<file path="config.mk">
export PLATFORM = sky130hd
export DESIGN_NAME = ccr_regs
export DESIGN_NICKNAME = d
export VERILOG_FILES = /design/src/design/ccr_pkg.sv /design/src/design/ccr_regs.sv
export VERILOG_INCLUDE_DIRS = /design/src /design/src/design
export SDC_FILE = /design/constraint.sdc
export NUM_CORES = 1
export LEC_CHECK = 0
export ABC_CLOCK_PERIOD_IN_PS = 9400
export BUFFER_PORTS_ARGS = -buffer_cell sky130_fd_sc_hd__buf_2
export CAP_MARGIN = 20
export CORE_MARGIN = 2
export CORE_UTILIZATION = 54
export CTS_CLUSTER_DIAMETER = 50
export DETAILED_ROUTE_END_ITERATION = 8
export GPL_TIMING_DRIVEN = 0
export PLACE_DENSITY_LB_ADDON = 0.12
export SYNTH_ARGS = -nofsm -noshare
export SYNTH_HDL_FRONTEND = slang
export SYNTH_SLANG_ARGS = --single-unit
</file>
<file path="constraint.sdc">
create_clock -name clk_sys -period 9.4 [get_ports clk_sys]
set_input_delay 1.88 -clock clk_sys [delete_from_list [all_inputs] [get_ports clk_sys]]
set_output_delay 1.88 -clock clk_sys [all_outputs]
set_load 0.02 [all_outputs]
</file>
<file path="src/design/ccr_map.svh">
`ifndef CCR_MAP_SVH
`define CCR_MAP_SVH
// register byte offsets on the bus
`define CCR_OFS_STATUS 12'h000
`define CCR_OFS_CMP1 12'h004
`define CCR_OFS_CMP2 12'h008
`define CCR_OFS_VREF 12'h00C
`define CCR_OFS_IRQ_STAT 12'h010
`define CCR_OFS_IRQ_MASK 12'h014
`define CCR_OFS_SLEEP 12'h018
// field positions
`define CCR_BIT_WAKE_FLAG 6
`define CCR_BIT_RESULT 7
`define CCR_BIT_ON 3
`define CCR_BIT_NEG_SEL 2
`define CCR_BIT_WAKE_DIS 0
`define CCR_BIT_REF_POWER 7
`define CCR_BIT_REF_PIN 6
`define CCR_BIT_REF_RANGE 5
`define CCR_BIT_REF_UNUSED 4
// reset values
`define CCR_RST_CMP 8'hFF
`define CCR_RST_VREF 8'h00
// writable masks
`define CCR_WMASK_CMP 8'h7F
`define CCR_WMASK_VREF 8'hEF
// interrupt bits: 0 wake flag, 1 comparator one change, 2 comparator two change
`define CCR_IRQ_BITS 3
`endif

</file>
<file path="src/design/ccr_pkg.sv">
package ccr_pkg;
   // bus response codes
   typedef enum logic [1:0] {CCR_RESP_OKAY = 2'h0, CCR_RESP_SLVERR = 2'h2} ccr_resp_type;
   // reference ladder tap: range and level
   typedef struct packed {
      logic low_range;
      logic [3:0] level;
   } ccr_tap_type;
endpackage : ccr_pkg

</file>
<file path="src/design/ccr_regs.sv">
// Chosen here: the address map and register access over AXI4-Lite.
`timescale 1ns/1ps
`include "ccr_map.svh"
// What this block does
// an enabled comparator keeps running in sleep; software should switch it off first
// power-on reset loads comparator two control with its reset value, pins analog
// reference offers thirty-two levels, sixteen per range, via range bit and level code
// range bit one selects tap level/24 of supply
// range bit zero selects tap quarter supply plus level/32 of supply
// disabled reference with code zero and range set drives reference to ground
// bit seven powers the reference on when set, off when clear
// bit six overrides reference pin direction and drives reference onto pin
// bit five chooses low range when one, high range when zero
// bit four unimplemented reads zero; bits three to zero hold level code
// reference control resets to zero; all bits writable except bit four
// programmable reference goes only to a comparator two input
// each comparator result is a read-only bit seven of its control register
// wake flag sets when wake enabled, latched by read, sleeping, and output changes
// wake flag clears by software write or by device reset
// comparator two negative select zero picks the reference, one picks the pin
// writes update on the write's ending edge; reads leave contents unchanged
module ccr_regs
   import ccr_pkg::*;
(
   // clock and reset
   input wire logic clk_sys,
   input wire logic rst_n,
   // axi4-lite write address and data
   input wire logic [11:0] s_axi_awaddr,
   input wire logic s_axi_awvalid,
   output logic s_axi_awready,
   input wire logic [31:0] s_axi_wdata,
   input wire logic [3:0] s_axi_wstrb,
   input wire logic s_axi_wvalid,
   output logic s_axi_wready,
   // axi4-lite write response
   output logic [1:0] s_axi_bresp,
   output logic s_axi_bvalid,
   input wire logic s_axi_bready,
   // axi4-lite read
   input wire logic [11:0] s_axi_araddr,
   input wire logic s_axi_arvalid,
   output logic s_axi_arready,
   output logic [31:0] s_axi_rdata,
   output logic [1:0] s_axi_rresp,
   output logic s_axi_rvalid,
   input wire logic s_axi_rready,
   // analog comparator results, asynchronous
   input wire logic comp_one_result_in,
   input wire logic comp_two_result_in,
   // control to the analog macro
   output logic comp_one_on,
   output logic comp_two_on,
   output logic comp_two_neg_ref,
   output logic reference_power_on,
   output logic reference_pin_drive,
   output logic reference_ground,
   output logic reference_to_comp_two,
   output logic [4:0] reference_tap,
   output logic [7:0] comp_one_ctrl,
   output logic [7:0] comp_two_ctrl,
   // wake and interrupt
   output logic wake_request,
   output logic irq
);

   // reset release through two flops
   logic rst_s1_q;
   logic rst_s2_q;
   always_ff @(posedge clk_sys or negedge rst_n)
   begin
      if (!rst_n)
      begin
         rst_s1_q <= 1'b0;
         rst_s2_q <= 1'b0;
      end
      else
      begin
         rst_s1_q <= 1'b1;
         rst_s2_q <= rst_s1_q;
      end
   end
   logic rst_q_n;
   assign rst_q_n = rst_s2_q;

   // comparator result synchronisers
   logic [1:0] res_s1_q;
   logic [1:0] res_s2_q;
   always_ff @(posedge clk_sys or negedge rst_q_n)
   begin
      if (!rst_q_n)
      begin
         res_s1_q <= 2'h3; // start at the result bits' reset value, no false change
         res_s2_q <= 2'h3;
      end
      else
      begin
         res_s1_q <= {comp_two_result_in, comp_one_result_in};
         res_s2_q <= res_s1_q;
      end
   end

   // registers
   logic [7:0] cmp1_q;
   logic [7:0] cmp2_q;
   logic [7:0] vref_q;
   logic wake_flag_q;
   logic sleep_q;
   logic [1:0] latched_q;
   logic armed_q;
   logic [2:0] irq_stat_q;
   logic [2:0] irq_mask_q;
   logic [1:0] res_prev_q;

   // write channel: address and data taken in either order
   logic aw_held_q;
   logic w_held_q;
   logic [11:0] aw_addr_q;
   logic [31:0] w_data_q;
   logic [3:0] w_strb_q;
   logic wr_fire;
   logic [11:0] wr_addr;
   logic [7:0] wr_byte;
   logic wr_lane;
   assign wr_fire = aw_held_q && w_held_q && !s_axi_bvalid;
   assign wr_addr = aw_addr_q;
   assign wr_byte = w_data_q[7:0];
   assign wr_lane = w_strb_q[0];

   always_ff @(posedge clk_sys or negedge rst_q_n)
   begin
      if (!rst_q_n)
      begin
         aw_held_q <= 1'b0;
         w_held_q <= 1'b0;
         aw_addr_q <= 12'h000;
         w_data_q <= 32'h0000_0000;
         w_strb_q <= 4'h0;
         s_axi_awready <= 1'b0;
         s_axi_wready <= 1'b0;
      end
      else
      begin
         s_axi_awready <= !aw_held_q && !s_axi_awready;
         s_axi_wready <= !w_held_q && !s_axi_wready;
         if (s_axi_awvalid && s_axi_awready)
         begin
            aw_held_q <= 1'b1;
            aw_addr_q <= s_axi_awaddr;
            s_axi_awready <= 1'b0;
         end
         if (s_axi_wvalid && s_axi_wready)
         begin
            w_held_q <= 1'b1;
            w_data_q <= s_axi_wdata;
            w_strb_q <= s_axi_wstrb;
            s_axi_wready <= 1'b0;
         end
         if (wr_fire)
         begin
            aw_held_q <= 1'b0;
            w_held_q <= 1'b0;
         end
      end
   end

   // write response, one cycle after both halves are in
   logic wr_known;
   always_comb
   begin
      unique case (wr_addr)
         `CCR_OFS_STATUS, `CCR_OFS_CMP1, `CCR_OFS_CMP2, `CCR_OFS_VREF,
         `CCR_OFS_IRQ_STAT, `CCR_OFS_IRQ_MASK, `CCR_OFS_SLEEP: wr_known = 1'b1;
         default: wr_known = 1'b0;
      endcase
   end
   always_ff @(posedge clk_sys or negedge rst_q_n)
   begin
      if (!rst_q_n)
      begin
         s_axi_bvalid <= 1'b0;
         s_axi_bresp <= CCR_RESP_OKAY;
      end
      else if (wr_fire)
      begin
         s_axi_bvalid <= 1'b1;
         s_axi_bresp <= wr_known ? CCR_RESP_OKAY : CCR_RESP_SLVERR;
      end
      else if (s_axi_bready)
         s_axi_bvalid <= 1'b0;
   end

   logic wr_en;
   assign wr_en = wr_fire && wr_lane;

   // comparator control: result bit read-only, rest writable
   always_ff @(posedge clk_sys or negedge rst_q_n)
   begin
      if (!rst_q_n)
      begin
         cmp1_q <= `CCR_RST_CMP;
         cmp2_q <= `CCR_RST_CMP;
      end
      else
      begin
         cmp1_q[`CCR_BIT_RESULT] <= res_s2_q[0];
         cmp2_q[`CCR_BIT_RESULT] <= res_s2_q[1];
         if (wr_en && wr_addr == `CCR_OFS_CMP1)
            cmp1_q[6:0] <= wr_byte[6:0];
         if (wr_en && wr_addr == `CCR_OFS_CMP2)
            cmp2_q[6:0] <= wr_byte[6:0];
      end
   end

   // reference control: bit four never stored
   always_ff @(posedge clk_sys or negedge rst_q_n)
   begin
      if (!rst_q_n)
         vref_q <= `CCR_RST_VREF;
      else if (wr_en && wr_addr == `CCR_OFS_VREF)
         vref_q <= wr_byte & `CCR_WMASK_VREF;
   end

   // sleep state, set by the core through its own register
   always_ff @(posedge clk_sys or negedge rst_q_n)
   begin
      if (!rst_q_n)
         sleep_q <= 1'b0;
      else if (wr_en && wr_addr == `CCR_OFS_SLEEP)
         sleep_q <= wr_byte[0];
   end

   // read side
   logic rd_fire;
   logic rd_cmp;
   assign rd_fire = s_axi_arvalid && s_axi_arready;
   assign rd_cmp = rd_fire && (s_axi_araddr == `CCR_OFS_CMP1 || s_axi_araddr == `CCR_OFS_CMP2);

   // wake detection: a control read latches the results and arms the detector
   logic [1:0] wake_en;
   logic [1:0] changed;
   logic wake_set;
   assign wake_en = {~cmp2_q[`CCR_BIT_WAKE_DIS], ~cmp1_q[`CCR_BIT_WAKE_DIS]};
   assign changed = res_s2_q ^ latched_q;
   assign wake_set = armed_q && sleep_q && |(changed & wake_en);
   always_ff @(posedge clk_sys or negedge rst_q_n)
   begin
      if (!rst_q_n)
      begin
         latched_q <= 2'h0;
         armed_q <= 1'b0;
      end
      else if (rd_cmp)
      begin
         latched_q <= res_s2_q;
         armed_q <= 1'b1;
      end
   end

   // wake flag: set wins over a software clear
   always_ff @(posedge clk_sys or negedge rst_q_n)
   begin
      if (!rst_q_n)
         wake_flag_q <= 1'b0;
      else if (wake_set)
         wake_flag_q <= 1'b1;
      else if (wr_en && wr_addr == `CCR_OFS_STATUS && !wr_byte[`CCR_BIT_WAKE_FLAG])
         wake_flag_q <= 1'b0;
   end

   // interrupt status: wake, comparator one and two changes, write one to clear
   logic [2:0] irq_ev;
   assign irq_ev = {res_s2_q[1] ^ res_prev_q[1], res_s2_q[0] ^ res_prev_q[0], wake_set};
   always_ff @(posedge clk_sys or negedge rst_q_n)
   begin
      if (!rst_q_n)
      begin
         res_prev_q <= 2'h3; // same as the synchroniser reset, no event after reset
         irq_stat_q <= 3'h0;
         irq_mask_q <= 3'h0;
         irq <= 1'b0;
      end
      else
      begin
         res_prev_q <= res_s2_q;
         if (wr_en && wr_addr == `CCR_OFS_IRQ_STAT)
            irq_stat_q <= (irq_stat_q & ~wr_byte[2:0]) | irq_ev;
         else
            irq_stat_q <= irq_stat_q | irq_ev;
         if (wr_en && wr_addr == `CCR_OFS_IRQ_MASK)
            irq_mask_q <= wr_byte[2:0];
         irq <= |(irq_stat_q & irq_mask_q);
      end
   end

   // read data mux
   logic [7:0] rd_byte;
   logic rd_known;
   always_comb
   begin
      rd_known = 1'b1;
      unique case (s_axi_araddr)
         `CCR_OFS_STATUS: rd_byte = {1'b0, wake_flag_q, 6'h00};
         `CCR_OFS_CMP1: rd_byte = cmp1_q;
         `CCR_OFS_CMP2: rd_byte = cmp2_q;
         `CCR_OFS_VREF: rd_byte = vref_q;
         `CCR_OFS_IRQ_STAT: rd_byte = {5'h00, irq_stat_q};
         `CCR_OFS_IRQ_MASK: rd_byte = {5'h00, irq_mask_q};
         `CCR_OFS_SLEEP: rd_byte = {7'h00, sleep_q};
         default:
         begin
            rd_byte = 8'h00;
            rd_known = 1'b0;
         end
      endcase
   end
   always_ff @(posedge clk_sys or negedge rst_q_n)
   begin
      if (!rst_q_n)
      begin
         s_axi_arready <= 1'b0;
         s_axi_rvalid <= 1'b0;
         s_axi_rdata <= 32'h0000_0000;
         s_axi_rresp <= CCR_RESP_OKAY;
      end
      else
      begin
         s_axi_arready <= !s_axi_rvalid && !s_axi_arready;
         if (rd_fire)
         begin
            s_axi_arready <= 1'b0;
            s_axi_rvalid <= 1'b1;
            s_axi_rdata <= {24'h000000, rd_byte};
            s_axi_rresp <= rd_known ? CCR_RESP_OKAY : CCR_RESP_SLVERR;
         end
         else if (s_axi_rready)
            s_axi_rvalid <= 1'b0;
      end
   end

   // analog controls, registered
   ccr_tap_type tap;
   assign tap = '{low_range: vref_q[`CCR_BIT_REF_RANGE], level: vref_q[3:0]};
   always_ff @(posedge clk_sys or negedge rst_q_n)
   begin
      if (!rst_q_n)
      begin
         comp_one_on <= 1'b1;
         comp_two_on <= 1'b1;
         comp_two_neg_ref <= 1'b0;
         reference_power_on <= 1'b0;
         reference_pin_drive <= 1'b0;
         reference_ground <= 1'b0;
         reference_to_comp_two <= 1'b0;
         reference_tap <= 5'h00;
         comp_one_ctrl <= `CCR_RST_CMP;
         comp_two_ctrl <= `CCR_RST_CMP;
         wake_request <= 1'b0;
      end
      else
      begin
         comp_one_on <= cmp1_q[`CCR_BIT_ON];
         comp_two_on <= cmp2_q[`CCR_BIT_ON];
         comp_two_neg_ref <= ~cmp2_q[`CCR_BIT_NEG_SEL];
         reference_to_comp_two <= cmp2_q[`CCR_BIT_ON] && !cmp2_q[`CCR_BIT_NEG_SEL];
         reference_power_on <= vref_q[`CCR_BIT_REF_POWER];
         reference_pin_drive <= vref_q[`CCR_BIT_REF_PIN];
         // low range: level/24; high range: quarter plus level/32
         reference_tap <= {tap.low_range, tap.level};
         reference_ground <= !vref_q[`CCR_BIT_REF_POWER] && tap.low_range && tap.level == 4'h0;
         comp_one_ctrl <= cmp1_q;
         comp_two_ctrl <= cmp2_q;
         wake_request <= wake_flag_q;
      end
   end

   // checks
   a_vref_bit4_zero: assert property (@(posedge clk_sys) disable iff (!rst_q_n)
      vref_q[`CCR_BIT_REF_UNUSED] == 1'b0) else $error("reference bit four set");
   a_ground_tap: assert property (@(posedge clk_sys) disable iff (!rst_q_n)
      (vref_q == 8'h20) |=> reference_ground) else $error("ground tap missing");
   a_power_follow: assert property (@(posedge clk_sys) disable iff (!rst_q_n)
      ##1 reference_power_on == $past(vref_q[7])) else $error("power bit not followed");
   a_pin_follow: assert property (@(posedge clk_sys) disable iff (!rst_q_n)
      ##1 reference_pin_drive == $past(vref_q[6])) else $error("pin drive not followed");
   a_range_tap: assert property (@(posedge clk_sys) disable iff (!rst_q_n)
      ##1 reference_tap[4] == $past(vref_q[5])) else $error("range not followed");
   a_wake_sets: assert property (@(posedge clk_sys) disable iff (!rst_q_n)
      wake_set |=> wake_flag_q) else $error("wake flag not set");
   a_wake_needs_sleep: assert property (@(posedge clk_sys) disable iff (!rst_q_n)
      $rose(wake_flag_q) |-> $past(sleep_q)) else $error("wake outside sleep");
   a_vref_write: assert property (@(posedge clk_sys) disable iff (!rst_q_n)
      (wr_en && wr_addr == `CCR_OFS_VREF) |=> vref_q == ($past(wr_byte) & 8'hEF)) else $error("vref write");
   a_result_ro: assert property (@(posedge clk_sys) disable iff (!rst_q_n)
      ##2 cmp1_q[7] == $past(res_s2_q[0], 1)) else $error("result not tracked");
   a_refsel_c2: assert property (@(posedge clk_sys) disable iff (!rst_q_n)
      reference_to_comp_two |-> $past(!cmp2_q[2])) else $error("ref routed wrongly");

endmodule : ccr_regs

</file>
==> results by group, run 1 <==
Worst setup path
  • CP delay by family, top: simple AND/OR/NAND/NOR gates
  • CP Capture Type: flip-flop
  • CP Buf/Inv Count: 1
  • Type of origin of the critical path: primary input
  • Critical path cell sequence: buf_2 > nor4b_1 > nor2_1 > or3_1 > mux2_2
  • Critical Setup Path Class: in -> reg
  • CP max-delay cell: nor4b_1
  • Worst EP arrival: 3510 ps
  • Crit-path max cell delay: 660 ps
  • Worst Path Required: roughly 9600 ps
  • Critical-path maximum fanout: 5

Power
  • Worst vdd ir: ~160 uV
  • Leakage power: around 0.0026 uW
  • Pwr per Cell Area: between 200 and 250 nW/um2
  • Power Total: 1050 uW

Drt
  • Drt pass-1 iters: 4
  • DR vias/cell: around 4.9
  • Vias post-DR: between 2,000 and 3,000
  • DR WL/cell: between 10 and 15 um
  • Routed Antenna Nets: 0
  • Initial drt markers: 81
  • DRC viols: 0
  • Final WL: slightly below 8 mm

Cells and area
  • Register area: roughly 2700 um2
  • # diodes: 0
  • Commonest cells after routing, fill and taps aside: 88 x buf_2, 69 x dfrtp_1, 56 x mux2_2
  • Most common cell after layout, fill and taps aside: buf_2
  • Fin cells: 539
  • Final nets: 501
  • Multi-input logic area: between 1000 and 1500 um2
  • Layout cells sized above 1: a little over half
  • Area growth, synth to finish: 21.0%
  • Fill cells: ~610

STA
  • Final setup vio count: 0
  • Worst slew pin tran: between 800 and 900 ps
  • Hold Violations, Final: 0
  • Tcrit/Tclk final: approximately a third
  • Post-route minimum period: about 3300 ps
  • Fin Clk Skew: around 7.6 ps
  • Slew margin rel.: around 42%
  • Final Max Slew Viols: 0
  • RSZ-0062 raised after global routing: false
  • Setup TNS: 0 ps
  • Max Fclk: 0.306 GHz
  • Hold Slack: approximately 350 ps

Outcome
  • Outcome: completed

Place
  • DP Wirelength: about 5.9 mm
  • Routability Congestion: ~0.8
  • Placed insts: 523
  • Port bufs: 86

Die
  • Io pins: 140
  • Starting Density: 55.3%
  • DIE AREA: between 8000 and 9000 um2
  • Die width: 92.7 um
  • Cell Rows: 32
  • Vert. Die Dim: 92.7 um
  • CORE AREA: a little under 8000 um2

Synthesis
  • Synthesized flop and latch total: about 110
  • Post-Synth Adder-Cell Area: 0%
  • Mux contribution to synthesized area: between 10 and 15%
  • Synth Instances: slightly above 300
  • Synth Area in Compound Gates: approximately 5.4%
  • Asr flop ratio synth: 100%
  • Synth warnings: 0
  • Post-synth EDFFs: 0
  • Syn Area/Cell: 13.8 um2
  • Xor and xnor area share after synthesis: 0.824%
  • Post-synthesis sequential area ratio: a little under two thirds
  • Post-synthesis simple-gate area fraction: slightly above 9%
  • Top FF cell, synth: dfrtp_1
  • Main combinational cell family by area after synthesis: multiplexers
  • Synth cell types: 42
  • Mapped Area: 4250 um2

CTS
  • Root buffer cell: clkbuf_8
  • CTS sink count: between 100 and 150
  • CTS Buf Count: 9
  • Post-CTS Setup Bufs: 0
  • CTS tree: yes
  • H-tree depth: 3
  • Post-cts sizing count: 0
  • Clock-pin slew on the worst setup and hold paths: ~90 ps
  • Hold buffers post-CTS: 0
  • Clock buffer depth: 2
  • Clk_lat worst skew: between 300 and 400 ps

GRT
  • Vias in the first global route: 2,702
  • Largest net degree at the start of global routing: 59
  • Initial antenna violation count: 0
  • Gr usage total: around a fifth
  • Global-route wire length before repair: about 13 mm
  • Grt total ovfl: 0

Job
  • Max_cap viols: 0

Hold path
  • Worst min-delay path category: reg -> async
## Yosys cell counts (2+ instances only)
library cell,count,area share [%]
buf_2,2,0.24
nor2_1,6,0.53
nand3_1,5,0.59
conb_1,2,0.18
nand3b_1,3,0.53
a21oi_1,2,0.24
xor2_1,2,0.41
a22o_1,2,0.41
a21o_1,5,0.88
or3_1,2,0.29
a22oi_1,5,0.88
clkbuf_1,3,0.26
mux2_2,56,15
a31oi_1,2,0.29
nand4b_1,2,0.41
o21ai_0,15,1.8
buf_4,28,4.9
nor4bb_1,2,0.47
nand2_1,17,1.5
dfstp_2,36,22
nor2b_1,3,0.44
or2_2,2,0.29
nor4b_1,3,0.62
and3_1,4,0.59
nor4_1,3,0.44
nor3_1,5,0.59
inv_1,6,0.53
dfrtp_1,70,41
nand4_1,2,0.29
xnor2_1,2,0.41
## through the flow
| step | setup slack, ps | area (um2) | utilization (%) |
|---|---|---|---|
| global placement | 5300 | 4900 | 63.8 |
| finish | 6130 | 5140 | 66.9 |
| global route | 6030 | 5140 | 66.9 |
| detailed placement | 5740 | 4940 | 64.2 |
| floorplan | 6160 | 4350 | - |
| CTS | 6130 | 5140 | 66.9 |
## layer usage
metal  share of wire (%)  up-vias  global-route usage, %
met5                   0        -                      0
met4                 1.3        0                   6.62
met3                 5.4        9                   3.58
met2                  51       81                   34.0
met1                  43     1279                   24.3
li1                    -     1285                      -
## power by group
part	leakage, uW	total (uW)	switching [uW]	internal (uW)
registers	0.00127	594	68.7	525
logic	0.00119	174	85.4	88.5
clock network	0.000106	285	138	147
## sequential cells by signal, summed over array words and instances, names as in the netlist, 3 cells and up
signal,cells
aw_addr_q,12
cmp1_q,7
cmp2_q,8
comp_one_ctrl,8
comp_two_ctrl,8
irq_mask_q,3
irq_stat_q,3
reference_tap,5
s_axi_rdata,8
vref_q,7
w_data_q,8
## final cells by class
cell class,instances,area share [%]
Timing Repair Buffer,87,8.90
Multi-Input combinational cell,188,27.0
Clock buffer,14,3.38
Sequential cell,106,52.5
Buffer,34,4.57
Tap cell,102,2.48
Inverter,6,0.438
Clock inverter,2,0.681
## final timing paths
check,to,startpoint,slack [ps],depth (start not counted)
max,latched_q[1],s_axi_araddr[1],6130,5
min,aw_addr_q[3],rst_q_n,350,0
max reg2reg,cmp2_q[0],aw_addr_q[7],7070,4
min reg2reg,aw_addr_q[3],rst_q_n,350,0
max in group asynchronous,rst_q_n,rst_n,8010,1
min in group clk_sys,res_s2_q[1],res_s1_q[1],360,0
## cell families after synthesis
group / Yosys count
buffers and inverters: 40
flip-flops: 106
AO/OA/AOI/OAI: 36
XOR/XNOR: 4
other: 2
AND/OR/NAND/NOR: 65
multiplexers: 56
Power figures use the tool's default switching activity.
==> run 2: changes to the inputs <==
--- a/config.mk
+++ b/config.mk
@@ -6,11 +6,11 @@
 export SDC_FILE = /design/constraint.sdc
 export NUM_CORES = 1
 export LEC_CHECK = 0
-export ABC_CLOCK_PERIOD_IN_PS = 9400
+export ABC_CLOCK_PERIOD_IN_PS = 3300
 export BUFFER_PORTS_ARGS = -buffer_cell sky130_fd_sc_hd__buf_2
 export CAP_MARGIN = 20
 export CORE_MARGIN = 2
-export CORE_UTILIZATION = 54
+export CORE_UTILIZATION = 50
 export CTS_CLUSTER_DIAMETER = 50
 export DETAILED_ROUTE_END_ITERATION = 8
 export GPL_TIMING_DRIVEN = 0
==> constraint.sdc (replaced) <==
create_clock -name clk_sys -period 3.3 [get_ports clk_sys]
set_input_delay 0.66 -clock clk_sys [delete_from_list [all_inputs] [get_ports clk_sys]]
set_output_delay 0.66 -clock clk_sys [all_outputs]
set_load 0.02 [all_outputs]
==> run 2 against run 1 <==
First-iteration DRC count is 1.2% lower. Sequential share of layout area is 0.17 points higher. Via count is 0.83% higher. Cell count is 0.56% higher. Final area is 0.32% lower. Core utilization is 4.5 points lower. Largest power group unchanged. Highest routed layer unchanged. Clock power grew to 2.7 times the previous value.
==> results by group, run 2 (synthesized netlist as in run 1, its figures left out) <==
Worst setup path
  • Flop2flop setup slack: 990 ps (-6080 ps)
  • CP max-delay cell: or4_4
  • R2r endpoint: cmp2_q[1]
  • Worst Path Required: 3590 ps (-6050 ps)
  • CP startpoint: aw_addr_q[7]
  • Worst EP arrival: 2600 ps (-910 ps)
  • Reg-to-reg startpoint: aw_addr_q[7]
  • CP Depth: 4 (-1)
  • CP delay by family, top: simple AND/OR/NAND/NOR gates
  • Critical Setup Path Class: reg -> reg
  • Crit path to: cmp2_q[1]
  • CP Buf/Inv Count: 0 (-1)
  • CP Capture Type: flip-flop
  • Crit-path max cell delay: 540 ps (-120 ps)
  • Critical-path maximum fanout: 7 (+2)
  • Critical path cell sequence: or4_4 > or3_4 > nor4_4 > mux2_2
  • Type of origin of the critical path: flip-flop
  • Worst r2r path cells: 4 (unchanged)

Drt
  • Drt pass-1 iters: 4 (unchanged)
  • Vias post-DR: 2,676 (+0.83%)
  • DRC viols: 0 (unchanged)
  • DR WL/cell: 14.9 um (+1.4%)
  • DR vias/cell: 4.94 (+0.27%)
  • Routed Antenna Nets: 0 (unchanged)
  • Final WL: 8.06 mm (+2.0%)
  • Initial drt markers: 80 (-1.2%)

STA
  • Max Fclk: between 0.4 and 0.5 GHz
  • Tcrit/Tclk final: 70.1%
  • Hold Violations, Final: 0 (unchanged)
  • Post-route minimum period: between 2000 and 2500 ps
  • Hold Slack: 60.9 ps (-290 ps)
  • RSZ-0062 raised after global routing: false
  • Fin Clk Skew: 13.1 ps (+5.50 ps)
  • Worst slew pin tran: 892 ps (+31.7 ps)
  • Slew margin rel.: 40.0% (-2.1 points)
  • Final setup vio count: 0 (unchanged)
  • Final Max Slew Viols: 0 (unchanged)

Hold path
  • Worst min-delay path category: in -> async

GRT
  • Initial antenna violation count: 0 (unchanged)
  • Met2 Usage GRT: 30.2% (-3.9 points)
  • M1 GR Usage: 24.0% (-0.34 points)
  • Global-route wire length before repair: 12.8 mm (-0.16%)
  • Busiest grt layer: met2
  • Vias in the first global route: 2,612 (-3.3%)
  • Grt total ovfl: 0 (unchanged)
  • GRT met3 Usage: 4.46% (+0.88 points)
  • Largest net degree at the start of global routing: 71 (+20%)
  • Gr usage total: 18.8% (-0.61 points)

Power
  • Cell Int Power: 2120 uW (+180%)
  • Leakage power: 0.00256 uW (-0.33%)
  • Worst vdd ir: 393 uV (+140%)
  • Logic pwr share: 16.7% (+0.2 points)
  • Clock power share: 26.2% (-0.9 points)
  • Pwr per Cell Area: 576 nW/um2 (+180%)
  • Psw: 836 uW (+190%)
  • Sw Ratio: 28.3% (+0.54 points)
  • Share of power burned in registers: 57.0% (+0.6 points)

Outcome
  • Outcome: completed

CTS
  • Clock buffer depth: 2 (unchanged)
  • CTS Buf Count: 9 (unchanged)
  • Root buffer cell: clkbuf_8
  • Post-cts sizing count: 0 (unchanged)
  • H-tree depth: 3 (unchanged)
  • Clk_lat worst skew: 360 ps (about the same)
  • CTS sink count: 106 (unchanged)
  • Clock-pin slew on the worst setup and hold paths: 100 ps (about the same)
  • Post-CTS Setup Bufs: 0 (unchanged)
  • CTS tree: yes
  • Hold buffers post-CTS: 0 (unchanged)

Cells and area
  • Final nets: 501 (unchanged)
  • Most common cell after layout, fill and taps aside: buf_2
  • Max reg flops: 12 (unchanged)
  • Area growth, synth to finish: 20.6%
  • Layout cells sized above 1: 52.6% (unchanged)
  • Commonest cells after routing, fill and taps aside: 88 x buf_2, 69 x dfrtp_1, 56 x mux2_2
  • Fin cells: 542 (+0.56%)
  • Final Cell Area: 5130 um2 (-0.32%)
  • Biggest register: aw_addr_q
  • # diodes: 0 (unchanged)

Die
  • Cell Rows: 33 (+3.1%)
  • Io pins: 140 (unchanged)
  • CORE AREA: 8220 um2 (+6.9%)
  • Die width: 96.2 um (+3.8%)
  • Starting Density: 51.8% (-3.6 points)
  • DIE AREA: 9260 um2 (+7.6%)
  • Vert. Die Dim: 96.2 um (+3.8%)

Place
  • DP Wirelength: 5.88 mm (-0.27%)
  • Routability Congestion: 0.781 (-3.7%)
  • Dpl cell area: 4940 um2 (about the same)
  • Port bufs: 86 (unchanged)
  • Placed insts: 526 (+0.57%)

Job
  • Max_cap viols: 0 (unchanged)
-- run 2: cell types whose count changed in the layout (fill, tap and decap cells not counted) --
cell       previous run  this run
clkinv_2              1         2
clkbuf_16             1         0
-- run 2: area by class of cell --
class / count / area [um2]
Buffer: 34 / 235
Clock buffer: 13 / 149
Clock inverter: 3 / 40.0
Fill cell: 688 / 3090
Inverter: 6 / 22.5
Multi-Input combinational cell: 188 / 1390
Sequential cell: 106 / 2700
Tap cell: 105 / 131
Timing Repair Buffer: 87 / 458
-- run 2: how the worst min path moves through the flow --
stage / to / cells after the start / slack [ps]
detailed placement: aw_addr_q[5] / 0 / 310
CTS: rst_q_n / 1 / 40
finish: rst_s1_q / 1 / 60
global placement: rst_q_n / 0 / 340
floorplan: rst_q_n / 0 / 330
global route: rst_s1_q / 1 / 40
-- run 2: per-stage QoR --
step / setup slack [ps] / total power, uW / TNS, ps / utilization (%)
6_report: 988 / 2950 / 0 / 62.4
5_1_grt: 859 / 3120 / 0 / 62.4
4_1_cts: 954 / 2990 / 0 / 62.4
3_5_place_dp: 881 / 2210 / 0 / 60.1
3_3_place_gp: -868 / 2190 / -58480 / 59.7
2_1_floorplan: 191 / 2030 / 0 / -
-- run 2: power by group through the flow --
stage	Combinational (uW)	Sequential (uW)	Clock, uW
CTS	501	1690	800
floorplan	326	1710	0
finish	495	1680	775
global placement	469	1720	0
detailed placement	500	1710	0
global route	548	1720	847
-- run 2: worst reg2reg max path: stages (launching register included) --
cell,delay (ps)
dfrtp_1,380
or4_4,540
or3_4,410
nor4_4,520
mux2_2,400
-- run 2: metal layers --
layer / vias to the layer above / part of all wire (%) / wire length (um)
li1: 1285 / - / -
met1: 1289 / 43 / 3450
met2: 90 / 48 / 3880
met3: 12 / 6.9 / 553
met4: 0 / 2.2 / 181
met5: - / 0 / 0
